## src/dmc_pkg.sv

```systemverilog
// package: constants and carrier types for the data memory address generator registers
// What this block does
// RL1 - top bit of bitrev_control enables bit reversal
// RL2 - bit reversal only on X write generator
// RL3 - one-hot modifier is half buffer length
// RL4 - software avoids indirect read after modifier write
// RL5 - reset: pages to 0001, others cleared; the x and y end registers reset to 0001 here
// RL6 - modulo start and end need programming
// RL7 - unimplemented bits read zero, ignore writes
// RL8 - modulo_control enables and pointer selectors layout
// RL9 - end address bit 0 reads one
// RL10 - read page ten bits, write page nine
package dmc_pkg;

    // --------
    // widths and field positions
    // --------
    localparam int unsigned REG_W       = 16;
    localparam int unsigned DATA_W      = 32;
    localparam int unsigned OFS_W       = 8;
    localparam int unsigned MOD_W       = 15;
    localparam int unsigned SEL_W       = 4;
    localparam int unsigned RPAGE_W     = 10;
    localparam int unsigned WPAGE_W     = 9;
    localparam int unsigned BITREV_ENABLE_BIT    = 15;
    localparam int unsigned X_MODULO_ENABLE_BIT  = 15;
    localparam int unsigned Y_MODULO_ENABLE_BIT  = 14;
    localparam int unsigned BSEL_LSB    = 8;
    localparam int unsigned YSEL_LSB    = 4;
    localparam int unsigned XSEL_LSB    = 0;

    // --------
    // register byte offsets
    // --------
    localparam logic [OFS_W-1:0] OFS_READ_PAGE  = 8'h00;
    localparam logic [OFS_W-1:0] OFS_WRITE_PAGE = 8'h04;
    localparam logic [OFS_W-1:0] OFS_MODULO_CONTROL     = 8'h08;
    localparam logic [OFS_W-1:0] OFS_X_START    = 8'h0c;
    localparam logic [OFS_W-1:0] OFS_X_END      = 8'h10;
    localparam logic [OFS_W-1:0] OFS_Y_START    = 8'h14;
    localparam logic [OFS_W-1:0] OFS_Y_END      = 8'h18;
    localparam logic [OFS_W-1:0] OFS_BITREV     = 8'h1c;
    localparam logic [OFS_W-1:0] OFS_PRIORITY   = 8'h20;
    localparam logic [OFS_W-1:0] OFS_XW_STATUS  = 8'h24;

    // --------
    // reset values and implemented-bit masks
    // --------
    localparam logic [REG_W-1:0] RST_PAGE    = 16'h0001;
    localparam logic [REG_W-1:0] RST_ZERO    = 16'h0000;
    localparam logic [REG_W-1:0] MASK_RPAGE  = 16'h03ff;
    localparam logic [REG_W-1:0] MASK_WPAGE  = 16'h01ff;
    localparam logic [REG_W-1:0] MASK_MODULO_CONTROL = 16'hcfff;
    localparam logic [REG_W-1:0] MASK_ADDR   = 16'hfffe;
    localparam logic [REG_W-1:0] MASK_FULL   = 16'hffff;
    localparam logic [REG_W-1:0] ONES_END    = 16'h0001;
    localparam logic [REG_W-1:0] WORD_BYTES  = 16'h0002;

    // --------
    // carrier types
    // --------
    typedef struct packed {
        logic [REG_W-1:0] read_page;
        logic [REG_W-1:0] write_page;
        logic [REG_W-1:0] modulo_control;
        logic [REG_W-1:0] x_modulo_start;
        logic [REG_W-1:0] x_modulo_end;
        logic [REG_W-1:0] y_modulo_start;
        logic [REG_W-1:0] y_modulo_end;
        logic [REG_W-1:0] bitrev_control;
        logic [REG_W-1:0] bus_master_priority;
    } dmc_regs_t;

    typedef struct packed {
        logic              psel;
        logic              penable;
        logic              pwrite;
        logic [OFS_W-1:0]  paddr;
        logic [DATA_W-1:0] pwdata;
        logic [3:0]        pstrb;
    } dmc_apb_req_t;

    typedef struct packed {
        logic              pready;
        logic [DATA_W-1:0] prdata;
        logic              pslverr;
    } dmc_apb_rsp_t;

    typedef struct packed {
        logic             valid;
        logic [REG_W-1:0] addr;
        logic [REG_W-1:0] step;
    } dmc_xw_req_t;

    typedef enum logic [1:0] {
        APB_IDLE   = 2'b01,
        APB_ACCESS = 2'b10
    } dmc_apb_state_t;

endpackage : dmc_pkg

```

## src/dmc_apb_slave.sv

```systemverilog
// module: apb slave front end, zero wait states, registered read data
module dmc_apb_slave
(
    // clock and reset
    input  wire logic                 i_ref_clk,
    input  wire logic                 i_reset_n,
    // bus side
    input  wire dmc_pkg::dmc_apb_req_t i_req,
    output dmc_pkg::dmc_apb_rsp_t     o_rsp,
    // register side
    input  wire logic                 i_hit,
    input  wire logic [15:0]          i_rdata,
    output logic                      o_wr_en,
    output logic [15:0]               o_wmask
);

    // --------
    // state
    // --------
    typedef struct packed {
        dmc_pkg::dmc_apb_state_t st;
        logic [15:0]             rdata;
        logic                    err;
    } dmc_apb_s_t;

    dmc_apb_s_t s_q;
    dmc_apb_s_t s_d;
    logic       setup;
    logic       access;

    assign setup  = i_req.psel & ~i_req.penable;
    assign access = i_req.psel & i_req.penable & (s_q.st == dmc_pkg::APB_ACCESS);

    always_comb
    begin
        s_d = s_q;
        case (s_q.st)
            dmc_pkg::APB_IDLE:
            begin
                if (setup)
                begin
                    s_d.st = dmc_pkg::APB_ACCESS;
                end
            end
            dmc_pkg::APB_ACCESS:
            begin
                s_d.st = setup ? dmc_pkg::APB_ACCESS : dmc_pkg::APB_IDLE;
            end
            default:
            begin
                s_d.st = dmc_pkg::APB_IDLE;
            end
        endcase
        // read data is taken in the setup cycle so it can come from a flop
        if (setup)
        begin
            s_d.err   = ~i_hit;
            s_d.rdata = (i_hit & ~i_req.pwrite) ? i_rdata : 16'h0000;
        end
    end

    always_ff @(posedge i_ref_clk or negedge i_reset_n)
    begin
        if (!i_reset_n)
        begin
            s_q <= '{st: dmc_pkg::APB_IDLE, rdata: 16'h0000, err: 1'b0};
        end
        else
        begin
            s_q <= s_d;
        end
    end

    // --------
    // answer and write strobe
    // --------
    assign o_rsp.pready  = access;
    assign o_rsp.prdata  = {16'h0000, s_q.rdata};
    assign o_rsp.pslverr = access & s_q.err;
    assign o_wr_en       = access & i_req.pwrite & ~s_q.err;
    assign o_wmask       = {{8{i_req.pstrb[1]}}, {8{i_req.pstrb[0]}}};

endmodule : dmc_apb_slave

```

## src/dmc_bitrev_agu.sv

```systemverilog
// module: x write address step, linear or reverse-carry
module dmc_bitrev_agu
(
    // clock and reset
    input  wire logic                 i_ref_clk,
    input  wire logic                 i_reset_n,
    // configuration
    input  wire logic                 i_enable,
    input  wire logic [14:0]          i_modifier,
    // address request
    input  wire dmc_pkg::dmc_xw_req_t i_req,
    output logic [15:0]               o_addr,
    output logic                      o_valid
);

    typedef struct packed {
        logic        valid;
        logic [15:0] addr;
    } dmc_agu_s_t;

    dmc_agu_s_t  s_q;
    dmc_agu_s_t  s_d;
    logic [15:0] mod_bytes;
    logic [15:0] rev_addr;
    logic [15:0] rev_mod;
    logic [16:0] rev_sum;
    logic [15:0] rev_next;
    logic [16:0] lin_sum;

    // modifier counts words, address counts bytes: half buffer in bytes
    assign mod_bytes = {i_modifier, 1'b0}; // RL3

    genvar g;
    generate
        for (g = 0; g < 16; g = g + 1)
        begin : g_rev
            assign rev_addr[g] = i_req.addr[15-g];
            assign rev_mod[g]  = mod_bytes[15-g];
            assign rev_next[g] = rev_sum[15-g];
        end
    endgenerate

    // carry runs from msb to lsb; a non one-hot modifier still adds
    assign rev_sum = {1'b0, rev_addr} + {1'b0, rev_mod};
    assign lin_sum = {1'b0, i_req.addr} + {1'b0, i_req.step};

    // modifier is used live; a write just before a request is software's hazard
    always_comb
    begin
        s_d       = s_q;
        s_d.valid = i_req.valid;
        if (i_req.valid)
        begin
            s_d.addr = i_enable ? rev_next : lin_sum[15:0]; // RL1 RL2
        end
    end

    always_ff @(posedge i_ref_clk or negedge i_reset_n)
    begin
        if (!i_reset_n)
        begin
            s_q <= '{valid: 1'b0, addr: 16'h0000};
        end
        else
        begin
            s_q <= s_d;
        end
    end

    assign o_addr  = s_q.addr;
    assign o_valid = s_q.valid;

endmodule : dmc_bitrev_agu

```

## src/dmc_agu_regs.sv

```systemverilog
// module: top of the data memory address generator register bank
//
// The APB interface to the registers and the address map were chosen for this implementation.
module dmc_agu_regs
#(
    parameter int unsigned ADDR_W = 8
)
(
    // clock and reset
    input  wire logic                       i_ref_clk,
    input  wire logic                       i_reset_n,
    // apb slave
    input  wire logic                       i_psel,
    input  wire logic                       i_penable,
    input  wire logic                       i_pwrite,
    input  wire logic [ADDR_W-1:0]          i_paddr,
    input  wire logic [31:0]                i_pwdata,
    input  wire logic [3:0]                 i_pstrb,
    output logic                            o_pready,
    output logic [31:0]                     o_prdata,
    output logic                            o_pslverr,
    // x write address generator
    input  wire logic                       i_xw_req,
    input  wire logic [15:0]                i_xw_addr,
    output logic [15:0]                     o_xw_addr,
    output logic                            o_xw_valid,
    // configuration out
    output logic                            o_x_modulo_enable,
    output logic                            o_y_modulo_enable,
    output logic [3:0]                      o_bitrev_pointer_select,
    output logic [3:0]                      o_y_pointer_select,
    output logic [3:0]                      o_x_pointer_select,
    output logic [15:0]                     o_x_modulo_start,
    output logic [15:0]                     o_x_modulo_end,
    output logic [15:0]                     o_y_modulo_start,
    output logic [15:0]                     o_y_modulo_end,
    output logic [9:0]                      o_read_page,
    output logic [8:0]                      o_write_page,
    output logic [15:0]                     o_bus_master_priority,
    output logic                            o_bitrev_enable,
    output logic [14:0]                     o_bitrev_modifier
);

    // --------
    // elaboration checks
    // --------
    if (ADDR_W < dmc_pkg::OFS_W || ADDR_W > 32)
    begin : g_bad_addr_w
        $error("ADDR_W must lie between 8 and 32");
    end

    // --------
    // declarations
    // --------
    dmc_pkg::dmc_regs_t    s_q;
    dmc_pkg::dmc_regs_t    s_d;
    dmc_pkg::dmc_apb_req_t apb_req;
    dmc_pkg::dmc_apb_rsp_t apb_rsp;
    dmc_pkg::dmc_xw_req_t  xw_req;
    logic                  wr_en;
    logic [15:0]           wmask;
    logic [15:0]           wdata;
    logic                  hit;
    logic [15:0]           rdata;
    logic                  upper_zero;
    logic [7:0]            word_ofs;
    logic [15:0]           xw_addr;
    logic                  xw_valid;

    // --------
    // merge a write into a register
    // --------
    // byte lanes keep untouched bits; unimplemented bits are dropped
    // and bits that read as one are forced back in
    function automatic logic [15:0] dmc_merge
    (
        input logic [15:0] old_v,
        input logic [15:0] new_v,
        input logic [15:0] lane_m,
        input logic [15:0] impl_m,
        input logic [15:0] ones_m
    );
        logic [15:0] mixed;
        mixed = (old_v & ~lane_m) | (new_v & lane_m);
        return (mixed & impl_m) | ones_m; // RL7
    endfunction : dmc_merge

    // --------
    // apb front end
    // --------
    assign apb_req.psel    = i_psel;
    assign apb_req.penable = i_penable;
    assign apb_req.pwrite  = i_pwrite;
    assign apb_req.paddr   = i_paddr[7:0];
    assign apb_req.pwdata  = i_pwdata;
    assign apb_req.pstrb   = i_pstrb;

    dmc_apb_slave u_apb
    (
        .i_ref_clk (i_ref_clk),
        .i_reset_n (i_reset_n),
        .i_req     (apb_req),
        .o_rsp     (apb_rsp),
        .i_hit     (hit),
        .i_rdata   (rdata),
        .o_wr_en   (wr_en),
        .o_wmask   (wmask)
    );

    assign o_pready  = apb_rsp.pready;
    assign o_prdata  = apb_rsp.prdata;
    assign o_pslverr = apb_rsp.pslverr;
    assign wdata     = i_pwdata[15:0];

    // --------
    // address decode
    // --------
    // aliases above the decoded window would hide software bugs, so refuse them
    if (ADDR_W > dmc_pkg::OFS_W)
    begin : g_upper
        assign upper_zero = ~|i_paddr[ADDR_W-1:dmc_pkg::OFS_W];
    end
    else
    begin : g_no_upper
        assign upper_zero = 1'b1;
    end

    assign word_ofs = {i_paddr[7:2], 2'b00};

    always_comb
    begin
        hit   = upper_zero;
        rdata = 16'h0000;
        case (word_ofs)
            dmc_pkg::OFS_READ_PAGE:
            begin
                rdata = s_q.read_page & dmc_pkg::MASK_RPAGE; // RL10
            end
            dmc_pkg::OFS_WRITE_PAGE:
            begin
                rdata = s_q.write_page & dmc_pkg::MASK_WPAGE; // RL10
            end
            dmc_pkg::OFS_MODULO_CONTROL:
            begin
                rdata = s_q.modulo_control & dmc_pkg::MASK_MODULO_CONTROL; // RL7
            end
            dmc_pkg::OFS_X_START:
            begin
                rdata = s_q.x_modulo_start & dmc_pkg::MASK_ADDR;
            end
            dmc_pkg::OFS_X_END:
            begin
                rdata = s_q.x_modulo_end | dmc_pkg::ONES_END; // RL9
            end
            dmc_pkg::OFS_Y_START:
            begin
                rdata = s_q.y_modulo_start & dmc_pkg::MASK_ADDR;
            end
            dmc_pkg::OFS_Y_END:
            begin
                rdata = s_q.y_modulo_end | dmc_pkg::ONES_END; // RL9
            end
            dmc_pkg::OFS_BITREV:
            begin
                rdata = s_q.bitrev_control;
            end
            dmc_pkg::OFS_PRIORITY:
            begin
                rdata = s_q.bus_master_priority;
            end
            dmc_pkg::OFS_XW_STATUS:
            begin
                rdata = xw_addr;
            end
            default:
            begin
                hit = 1'b0;
            end
        endcase
    end

    // --------
    // register writes
    // --------
    // the status word is read only; a write there is dropped quietly
    always_comb
    begin
        s_d = s_q;
        if (wr_en)
        begin
            case (word_ofs)
                dmc_pkg::OFS_READ_PAGE:
                begin
                    s_d.read_page = dmc_merge(s_q.read_page, wdata, wmask,
                                              dmc_pkg::MASK_RPAGE,
                                              dmc_pkg::RST_ZERO); // RL10
                end
                dmc_pkg::OFS_WRITE_PAGE:
                begin
                    s_d.write_page = dmc_merge(s_q.write_page, wdata, wmask,
                                               dmc_pkg::MASK_WPAGE,
                                               dmc_pkg::RST_ZERO); // RL10
                end
                dmc_pkg::OFS_MODULO_CONTROL:
                begin
                    s_d.modulo_control = dmc_merge(s_q.modulo_control, wdata,
                                                   wmask, dmc_pkg::MASK_MODULO_CONTROL,
                                                   dmc_pkg::RST_ZERO); // RL8
                end
                dmc_pkg::OFS_X_START:
                begin
                    s_d.x_modulo_start = dmc_merge(s_q.x_modulo_start, wdata,
                                                   wmask, dmc_pkg::MASK_ADDR,
                                                   dmc_pkg::RST_ZERO); // RL6
                end
                dmc_pkg::OFS_X_END:
                begin
                    s_d.x_modulo_end = dmc_merge(s_q.x_modulo_end, wdata,
                                                 wmask, dmc_pkg::MASK_ADDR,
                                                 dmc_pkg::ONES_END); // RL9
                end
                dmc_pkg::OFS_Y_START:
                begin
                    s_d.y_modulo_start = dmc_merge(s_q.y_modulo_start, wdata,
                                                   wmask, dmc_pkg::MASK_ADDR,
                                                   dmc_pkg::RST_ZERO); // RL6
                end
                dmc_pkg::OFS_Y_END:
                begin
                    s_d.y_modulo_end = dmc_merge(s_q.y_modulo_end, wdata,
                                                 wmask, dmc_pkg::MASK_ADDR,
                                                 dmc_pkg::ONES_END); // RL9
                end
                dmc_pkg::OFS_BITREV:
                begin
                    s_d.bitrev_control = dmc_merge(s_q.bitrev_control, wdata,
                                                   wmask, dmc_pkg::MASK_FULL,
                                                   dmc_pkg::RST_ZERO); // RL2
                end
                dmc_pkg::OFS_PRIORITY:
                begin
                    s_d.bus_master_priority = dmc_merge(s_q.bus_master_priority,
                                                        wdata, wmask,
                                                        dmc_pkg::MASK_FULL,
                                                        dmc_pkg::RST_ZERO);
                end
                default:
                begin
                    s_d = s_q;
                end
            endcase
        end
    end

    // modulo address words have no documented reset; start words reset to zero and end words to 0001, which keeps lint and x-prop quiet
    always_ff @(posedge i_ref_clk or negedge i_reset_n)
    begin
        if (!i_reset_n)
        begin
            s_q <= '{read_page:           dmc_pkg::RST_PAGE,
                     write_page:          dmc_pkg::RST_PAGE,
                     modulo_control:      dmc_pkg::RST_ZERO,
                     x_modulo_start:      dmc_pkg::RST_ZERO,
                     x_modulo_end:        dmc_pkg::ONES_END,
                     y_modulo_start:      dmc_pkg::RST_ZERO,
                     y_modulo_end:        dmc_pkg::ONES_END,
                     bitrev_control:      dmc_pkg::RST_ZERO,
                     bus_master_priority: dmc_pkg::RST_ZERO}; // RL5 RL6
        end
        else
        begin
            s_q <= s_d;
        end
    end

    // --------
    // x write address generator
    // --------
    assign xw_req.valid = i_xw_req;
    assign xw_req.addr  = i_xw_addr;
    assign xw_req.step  = dmc_pkg::WORD_BYTES;

    dmc_bitrev_agu u_xw_agu
    (
        .i_ref_clk  (i_ref_clk),
        .i_reset_n  (i_reset_n),
        .i_enable   (s_q.bitrev_control[dmc_pkg::BITREV_ENABLE_BIT]),
        .i_modifier (s_q.bitrev_control[dmc_pkg::MOD_W-1:0]),
        .i_req      (xw_req),
        .o_addr     (xw_addr),
        .o_valid    (xw_valid)
    );

    assign o_xw_addr  = xw_addr;
    assign o_xw_valid = xw_valid;

    // --------
    // configuration outputs
    // --------
    assign o_x_modulo_enable       = s_q.modulo_control[dmc_pkg::X_MODULO_ENABLE_BIT]; // RL8
    assign o_y_modulo_enable       = s_q.modulo_control[dmc_pkg::Y_MODULO_ENABLE_BIT]; // RL8
    assign o_bitrev_pointer_select =
        s_q.modulo_control[dmc_pkg::BSEL_LSB +: dmc_pkg::SEL_W]; // RL8
    assign o_y_pointer_select      =
        s_q.modulo_control[dmc_pkg::YSEL_LSB +: dmc_pkg::SEL_W]; // RL8
    assign o_x_pointer_select      =
        s_q.modulo_control[dmc_pkg::XSEL_LSB +: dmc_pkg::SEL_W]; // RL8
    assign o_x_modulo_start        = s_q.x_modulo_start & dmc_pkg::MASK_ADDR;
    assign o_x_modulo_end          = s_q.x_modulo_end | dmc_pkg::ONES_END; // RL9
    assign o_y_modulo_start        = s_q.y_modulo_start & dmc_pkg::MASK_ADDR;
    assign o_y_modulo_end          = s_q.y_modulo_end | dmc_pkg::ONES_END; // RL9
    assign o_read_page             = s_q.read_page[dmc_pkg::RPAGE_W-1:0];
    assign o_write_page            = s_q.write_page[dmc_pkg::WPAGE_W-1:0];
    assign o_bus_master_priority   = s_q.bus_master_priority;
    assign o_bitrev_enable         = s_q.bitrev_control[dmc_pkg::BITREV_ENABLE_BIT]; // RL1
    assign o_bitrev_modifier       = s_q.bitrev_control[dmc_pkg::MOD_W-1:0];

endmodule : dmc_agu_regs

```

## config.mk

```make
export PLATFORM = sky130hd
export DESIGN_NAME = dmc_agu_regs
export DESIGN_NICKNAME = d
export VERILOG_FILES = /design/src/dmc_pkg.sv /design/src/dmc_apb_slave.sv /design/src/dmc_bitrev_agu.sv /design/src/dmc_agu_regs.sv
export SDC_FILE = /design/constraint.sdc
export NUM_CORES = 1
export LEC_CHECK = 0
export ABC_AREA = 1
export BUFFER_PORTS_ARGS = -buffer_cell sky130_fd_sc_hd__buf_2
export CORE_AREA = 2 2 134 136
export DETAILED_ROUTE_END_ITERATION = 8
export DIE_AREA = 0 0 136 138
export GPL_ROUTABILITY_DRIVEN = 1
export PLACE_DENSITY = 0.83
export SYNTH_ARGS = -nofsm -noshare
export SYNTH_HDL_FRONTEND = slang
export SYNTH_SLANG_ARGS = --single-unit
```

## constraint.sdc

```tcl
create_clock -name i_ref_clk -period 2.25 [get_ports i_ref_clk]
set_input_delay 0.3375 -clock i_ref_clk [delete_from_list [all_inputs] [get_ports i_ref_clk]]
set_output_delay 0.3375 -clock i_ref_clk [all_outputs]
set_load 0.02 [all_outputs]
```

Word level (Yosys, flattened, before mapping):

Cells that the tools add are included.

* register bits after elaboration: 161
* input bits: 66
* output and inout port bits: 180
* logic and storage cells: 77

* add/subtract/negate cells: 2
* eq/ne operators: 12
* multiplexer cells: 7
* bitwise gates (word level): 31
* reduce and logical (&&, ||, !) cells: 11

Operator list (number)
* $pmux 16 s10: 1
* $and 16x16->16: 8
* $or 16x16->16: 7
* $mux 16: 2
* $eq 6x3->1 const B: 4
* $reduce_and 2->1: 9
* $add 16x15->16: 1
* $add 16x2->16 const B: 1
* $not 16->16: 1
* $eq 6x2->1 const B: 2
* $eq 6x4->1 const B: 2
* $and 10x10->10: 1
* $or 10x10->10: 1
* $reduce_or 10->1: 1
* $and 9x9->9: 1
* $or 9x9->9: 1
* $logic_not 8->1: 1
* $and 1x1->1: 7
* $eq 6x1->1 const B: 1
* $mux 2: 2
* $not 1->1: 4
* $pmux 2 s2: 1
* $eq 2x1->1 const B: 1
* $eq 2x2->1 const B: 1
* other kinds (2): 2

Logic depth before layout (Yosys ltp):

Gate-level depths: netlist (run 1).

* depth after elaboration: 5
* mapped depth: 12
* mapped depth without buffers: 12

Cells and area by module:

Synthesis (run 1) repeated with hierarchy kept, for this count alone.

* cell total of the unflattened synthesis: 1545
* area total of the unflattened synthesis: 10640.2 um2

Modules (own cells, without submodules)
* dmc_agu_regs: times used 1, cells each 907, area each 6597.6 um2
* dmc_bitrev_agu: times used 1, cells each 488, area each 2718.9 um2
* dmc_apb_slave: times used 1, cells each 150, area each 1323.8 um2

Worst setup path before layout (run 1):

Ideal clock, no wire load.

* path type: reg2reg
* from: register with a tool-made name
* to: register u_xw_agu.s_q (netlist bit u_xw_agu.o_addr[1])
* arrival time: 1.696 ns
* data required time: 2.133 ns
* path slack: 0.437 ns
* cell stages (with the launch flop): 13
* buffers on the path: 0
* period minus slack after synthesis: 1.813 ns
* cells stage by stage: dfrtp_1 -> ha_1 -> fa_1 -> nand2_1 -> nand2_1 -> nand3_1 -> nand2_1 -> nand2_1 -> nand2_1 -> nand2_1 -> nand3_1 -> nand2_1 -> nand2_1

RTL lines
* end signal: assignment: RTL line dmc_bitrev_agu.sv:62 `s_q <= '{valid: 1'b0, addr: 16'h0000};`
* end: declaration: RTL line dmc_bitrev_agu.sv:21 `dmc_agu_s_t s_q;`

==> run_results.csv, run 1 <==
group,metric,value,unit
critical_path,crit_fanout,14,
critical_path,critical-path-top-delay-family,"simple AND/OR/NAND/NOR gates",
sta,hold_viol,0,
synthesis,synth_ff_type,"dfrtp_1",
sta,tightest_slew,0.554,ns
route,wl_per_cell,16.5,µm
sta,fmax,496,MHz
route,drt-total-wl,27.1,mm
grt,grt_max_degree,56,
power_and_ir_drop,powerDensity,622,mW/mm²
cells_and_area,area_growth,18.6,%
cells_and_area,design_area,0.0107,mm²
placement,gp_congestion,0.949,
hold_path,hp-class,"primary input to register",
placement,dpl-instance-area,0.0101,mm²
floorplanning,fp.dieW,136,µm
grt,grt_pass1_wl,42.5,mm
route,drc,0,
route,dr.pass1.iters,6,
floorplanning,io-pin-count,246,
critical_path,cp_num_buf_inv,2,
power_and_ir_drop,ir_drop,0.000642,V
critical_path,crit_start,"u_apb.s_q[17]",
synthesis,syn_avg_cell_area,7.50,µm²
critical_path,slowest_stage,"dfstp_2",
sta,setup_viol,0,
power_and_ir_drop,p_int,0.00501,W
critical_path,path_common_cell,"nand2_1",
power_and_ir_drop,p_seq_share,45.1,%
synthesis,syn_area,0.00903,mm²
sta,fin_tns_setup,0,ns
sta,post-route-min-period,2.01,ns
route,drt_iter0_markers,703,
power_and_ir_drop,p_sw_share,24.7,%
synthesis,synthArstFlopShare,100,%
critical_path,end_kind,"register",
grt,grt-ovfl-total,0,
critical_path,path_class,"register to register",
synthesis,ys_top_cells_by_count,"nand2_1 (421), dfrtp_1 (158), inv_1 (116)",
floorplanning,core,0.0175,mm²
synthesis,yosysMostFrequentCell,"nand2_1",
cells_and_area,layout.nets,1479,
grt,first_global_vias,8067,
power_and_ir_drop,power,0.00666,W
floorplanning,rows,49,
clock_tree,cts_tree,"built",
critical_path,r2r_cells,9,
clock_tree,root_buffer,"clkbuf_16",
power_and_ir_drop,p_comb_share,9.0,%
clock_tree,cts_sinks,161,
power_and_ir_drop,leakagePower,5.95,nW
floorplanning,initial_utilization,51.5,%
route,postRouteAntennaNets,0,
critical_path,cp_cell_sequence,"inv_1 > ha_1 > nand3_1 > nor2_4 > inv_2 > nor2_2 > nand2_1 > nand2_1 > o21ai_1",
clock_tree,clk_path_buf_depth,2,
synthesis,yosysWarnings,0,
sta,finalMaxSlewViolations,0,
clock_tree,clk_latency,0.43,ns
run_status,status,"completed",
sta,final.period_utilization,89.6,%
sta,rsz0062_at_grt,"no",
synthesis,ys_types,39,
sta,slew_headroom,62.9,%
route,avgViaCountPerCell,5.38,
critical_path,cp.required,2.55,ns
critical_path,reg2reg_from,"u_apb.s_q[17]",
route,routed-via-count,8830,
power_and_ir_drop,p_switching,0.00165,W
synthesis,synth_edf_count,0,
power_and_ir_drop,clockPowerShare,45.9,%
placement,post-dp-hpwl,20.3,mm
grt,grt.total_usage,29.2,%
cells_and_area,drive_above_1_share,21.0,%
synthesis,yosys.area.top_type_share,43.8,%
synthesis,ys_seq_area_share,44.7,%
synthesis,syn_inst,1204,
floorplanning,die-area,0.0188,mm²
synthesis,ys_ff_latch,161,
synthesis,yosys.area.top_type,"dfrtp_1",
critical_path,regToRegSetupSlack,0.24,ns
flow_run,drv_cap,0,
clock_tree,clkTransAtPathRegs,0.06,ns
clock_tree,cts_buffers,17,
clock_tree,cts.htree.levels,4,
sta,skew,0.00961,ns
critical_path,cpPeakStageDelay,0.37,ns
critical_path,cp.depth,9,
floorplanning,die_h,138,µm
synthesis,ys_top_cells_by_area,"dfrtp_1 (44%), nand2_1 (18%), o21ai_0 (5.3%), inv_1 (4.8%), nand3_1 (3.6%)",
placement,io_buffer_count,205,
critical_path,worst_ep_arrival_time,2.31,ns
grt,grt_antenna_before_repair,4,
critical_path,start_kind,"register",
-- cells in the final DEF, fill, tap and decap left out, types with 3 or more instances in the layout --
cell	netlist	layout
nand2_1	421	421
buf_2	18	204
dfrtp_1	158	158
inv_1	116	116
o21ai_0	96	96
nor2_1	83	83
nand3_1	65	64
o21ai_1	56	56
a21oi_1	33	33
conb_1	2	20
ha_1	18	18
buf_4	38	18
clkbuf_16	0	17
nand2_2	8	8
a22oi_1	8	8
nand3_4	8	8
nor3_1	7	7
nand4_1	6	6
inv_2	6	6
nand3_2	4	5
diode_2	0	4
nor2_2	4	4
nor2_4	4	4
clkinv_2	1	4
clkbuf_1	6	4
bufinv_16	0	4
clkinv_1	3	3
xor2_1	3	3
and2_1	3	3
dfstp_2	3	3
-- logic make-up after synthesis --
group           synth area share [%]
flops                           44.7
buf+inv                         11.0
fa+ha+maj                       2.72
other cells                   0.0832
compound gates                  11.4
xor+xnor                       0.291
simple gates                    29.8
-- routing by layer --
| layer | vias to the layer above | wire, µm | GRT usage [%] | share of wire, % |
|---|---|---|---|---|
| met5 | - | 0 | 0 | 0 |
| met4 | 0 | 1020 | 13.6 | 3.8 |
| met3 | 75 | 2150 | 4.77 | 7.9 |
| met2 | 451 | 12900 | 46.4 | 48 |
| met1 | 4129 | 11000 | 39.0 | 41 |
| li1 | 4175 | - | - | - |
-- stage by stage --
stage	hold WS (ns)	utilization (%)	setup slack (ns)	instances
2_1_floorplan	0.0419	-	0.437	1222
3_3_place_gp	0.336	57.4	0.189	1603
3_5_place_dp	0.333	57.4	0.0800	1603
4_1_cts	0.248	61.0	0.111	1636
5_1_grt	0.268	61.1	0.0380	1640
6_report	0.261	61.1	0.235	1640
-- worst reg2reg max path, stage by stage, from the launching register on --
cell     delay, ns
dfstp_2       0.37
inv_1         0.07
ha_1          0.16
nand3_1       0.16
nor2_4        0.26
inv_2         0.09
nor2_2        0.18
nand2_1       0.35
nand2_1       0.16
o21ai_1       0.08
-- worst min-delay path by stage --
stage / startpoint / end / slack [ns] / cells after the start
floorplan: i_reset_n / async pin / 0.04 / 0
global placement: i_reset_n / async pin / 0.34 / 1
detailed placement: i_reset_n / async pin / 0.33 / 1
CTS: i_xw_addr[1] / u_xw_agu.o_addr[1] / 0.25 / 4
global route: i_pwdata[0] / register / 0.27 / 3
finish: i_xw_addr[1] / u_xw_agu.o_addr[1] / 0.26 / 4
-- power groups by stage --
stage	clock network [W]	logic, W	registers (W)
finish	0.00306	0.000600	0.00300
global route	0.00319	0.000671	0.00300
CTS	0.00307	0.000601	0.00300
detailed placement	0	0.000597	0.00305
global placement	0	0.000575	0.00305
floorplan	0	0.000331	0.00308
-- final cells by class --
cell class | count | area, µm²
inverters | 126 | 474
diodes | 4 | 10.0
clock buffers | 22 | 454
clock inverters | 10 | 160
repair buffers | 226 | 1220
well taps | 229 | 287
multi-input cells | 862 | 4070
flip-flops and latches | 161 | 4030
fillers | 1589 | 6830
-- repair_timing --
item                                   in CTS  in global routing
setup endpoints to repair                   0                  7
gates resized for setup                     0                  1
endpoints found under the hold margin      50                  0
hold buffers                                1                  0
setup buffers                               0                  0
Note: power is estimated with default switching activity, not from simulation.
==> run 2: changes to the inputs <==
--- a/config.mk
+++ b/config.mk
@@ -11,7 +11,7 @@
 export DETAILED_ROUTE_END_ITERATION = 8
 export DIE_AREA = 0 0 136 138
 export GPL_ROUTABILITY_DRIVEN = 1
-export PLACE_DENSITY = 0.83
+export PLACE_DENSITY_LB_ADDON = 0.08
 export SYNTH_ARGS = -nofsm -noshare
 export SYNTH_HDL_FRONTEND = slang
 export SYNTH_SLANG_ARGS = --single-unit
==> run 2 against run 1 <==
  * Die area unchanged
  * Non-clock buffer count rose by 3
  * Worst setup slack worse by 0.044 ns
  * Routed wire length shrank 1.8%
  * Combinational power barely moved
  * Cell count barely moved
  * Maximum frequency down 2.1%
  * Sequential power about the same
  * Flip-flop and latch count is the same
  * First-iteration DRC count shrank 17%
  * Sequential share of layout area down 0.12 points
  * Clock skew hardly changed
  * Largest power group unchanged
  * Highest routed layer is now met5
==> run_results.csv, run 2 (synthesized netlist as in run 1, its figures left out) <==
group,metric,value,unit
cells_and_area,layout.nets,1482,
power_and_ir_drop,p_comb_share,8.9,%
power_and_ir_drop,leakagePower,5.97,nW
clock_tree,cts_tree,"built",
cells_and_area,num-fill-cells,1724,
cells_and_area,drive_above_1_share,21.4,%
grt,grt_max_degree,67,
hold_path,holdPathStages,4,
hold_path,worst_hold_path.endpoint,"u_xw_agu.o_addr[0]",
cells_and_area,multi_input_area,0.00407,mm²
cells_and_area,final_common_cell,"nand2_1",
route,wl_per_cell,16.2,µm
power_and_ir_drop,p_seq_share,44.7,%
placement,io_buffer_count,205,
power_and_ir_drop,powerDensity,625,mW/mm²
sta,fin_ws,0.191,ns
hold_path,hp-start,"i_xw_addr[0]",
cells_and_area,area_growth,19.0,%
hold_path,hp-class,"primary input to register",
grt,first_global_vias,7682,
critical_path,start_kind,"register",
cells_and_area,layout_common_cells,"nand2_1 (421), buf_2 (204), dfrtp_1 (158)",
route,drt-total-wl,26.6,mm
sta,slew_headroom,63.7,%
placement,gp_congestion,0.921,
clock_tree,cts_resized,0,
floorplanning,io-pin-count,246,
placement,post-dp-hpwl,20.3,mm
critical_path,reg2reg_from,"u_apb.s_q[17]",
critical_path,path_class,"register to register",
floorplanning,die_h,138,µm
sta,rsz0062_at_grt,"no",
placement,dpl_worst_slack,0.251,ns
floorplanning,core,0.0175,mm²
sta,tightest_slew,0.543,ns
sta,skew,0.00972,ns
route,drt_iter0_markers,581,
grt,grt_antenna_before_repair,4,
grt,grt_pass1_wl,41.6,mm
sta,fin_tns_setup,0,ns
power_and_ir_drop,p_sw_share,24.8,%
power_and_ir_drop,clockPowerShare,46.4,%
grt,grt-ovfl-total,0,
grt,grt.total_usage,28.8,%
clock_tree,clk_latency,0.43,ns
sta,final.period_utilization,91.5,%
sta,setup_viol,0,
power_and_ir_drop,ir_drop,0.000627,V
critical_path,worst_ep_arrival_time,2.39,ns
route,drc,0,
sta,hold_viol,0,
cells_and_area,ff_latch_area,0.00403,mm²
critical_path,r2r_cells,7,
clock_tree,clk_path_buf_depth,2,
power_and_ir_drop,p_switching,0.00167,W
flow_run,drv_cap,0,
route,postRouteAntennaNets,0,
placement,post-place-cells,1606,
power_and_ir_drop,p_int,0.00504,W
clock_tree,root_buffer,"clkbuf_16",
floorplanning,fp.dieW,136,µm
cells_and_area,final_cell_count_no_fill,1641,
critical_path,regToRegSetupSlack,0.19,ns
critical_path,cp.required,2.58,ns
floorplanning,initial_utilization,51.5,%
route,routed-via-count,8450,
critical_path,end_kind,"register",
sta,fmax,486,MHz
clock_tree,cts_buffers,17,
route,avgViaCountPerCell,5.15,
clock_tree,cts_sinks,161,
floorplanning,die-area,0.0188,mm²
clock_tree,clkTransAtPathRegs,0.07,ns
power_and_ir_drop,power,0.00671,W
critical_path,crit_fanout,16,
sta,finalMaxSlewViolations,0,
run_status,status,"completed",
sta,post-route-min-period,2.06,ns
floorplanning,rows,49,
cells_and_area,final_util,61.2,%
route,dr.pass1.iters,5,
clock_tree,cts.htree.levels,4,
[run 2: changes by cell type in the layout (fill, tap and decap cells not counted), sizes merged]
cell,change
buf,+3
diode,-1
clkinvlp,+1
clkbuf,-3
inv,+1
[run 2: how the worst max path moves through the flow]
stage                  start            endpoint  slack, ns  depth (start not counted)
5_1_grt        u_apb.s_q[17]            register      0.009                          8
3_5_place_dp   i_xw_addr[15]  u_xw_agu.o_addr[1]       0.25                         13
2_1_floorplan       register  u_xw_agu.o_addr[1]       0.44                         12
3_3_place_gp   i_xw_addr[15]  u_xw_agu.o_addr[1]       0.27                         13
6_report       u_apb.s_q[17]            register       0.19                          7
4_1_cts        u_apb.s_q[17]            register       0.24                          7
[run 2: worst max-delay path: stages, from the launching register on]
cell	delay, ns
dfstp_2	0.37
inv_1	0.07
ha_1	0.18
nand3_1	0.16
nor2_4	0.24
buf_4	0.20
nand3_1	0.41
o21ai_0	0.33
[run 2: area by class of cell]
cell class	count	share of cell area, %
repair buffers	229	11.5
flip-flops and latches	161	37.6
multi-input cells	862	37.9
inverters	126	4.42
diodes	3	0.0699
well taps	229	2.67
clock buffers	19	4.22
clock inverters	12	1.68
[run 2: layer usage]
layer	share of wire, %	wire (µm)	global-route usage (%)
met1	44	11600	40.2
met2	46	12100	44.9
met3	8.0	2130	5.28
met4	2.9	758	10.8
met5	0.060	16	0
[run 2: timing repair]
item                                   in CTS  in global routing
endpoints found under the hold margin      23                  0
buffers inserted                            0                  0
hold buffers                                1                  0
[run 2: per-stage QoR]
step                      hold slack (ns)  instance area [µm²]
final                               0.253                10700
after global routing                0.269                10700
after CTS                           0.247                10700
after detailed placement            0.223                10100
after global placement              0.222                10100
after floorplan                    0.0419                 9090
[run 2: power by group through the flow]
stage	registers [W]	logic [W]	clock network (W)
global route	0.00300	0.000674	0.00326
finish	0.00300	0.000598	0.00311
global placement	0.00305	0.000583	0
CTS	0.00300	0.000602	0.00314
detailed placement	0.00305	0.000597	0
floorplan	0.00308	0.000331	0
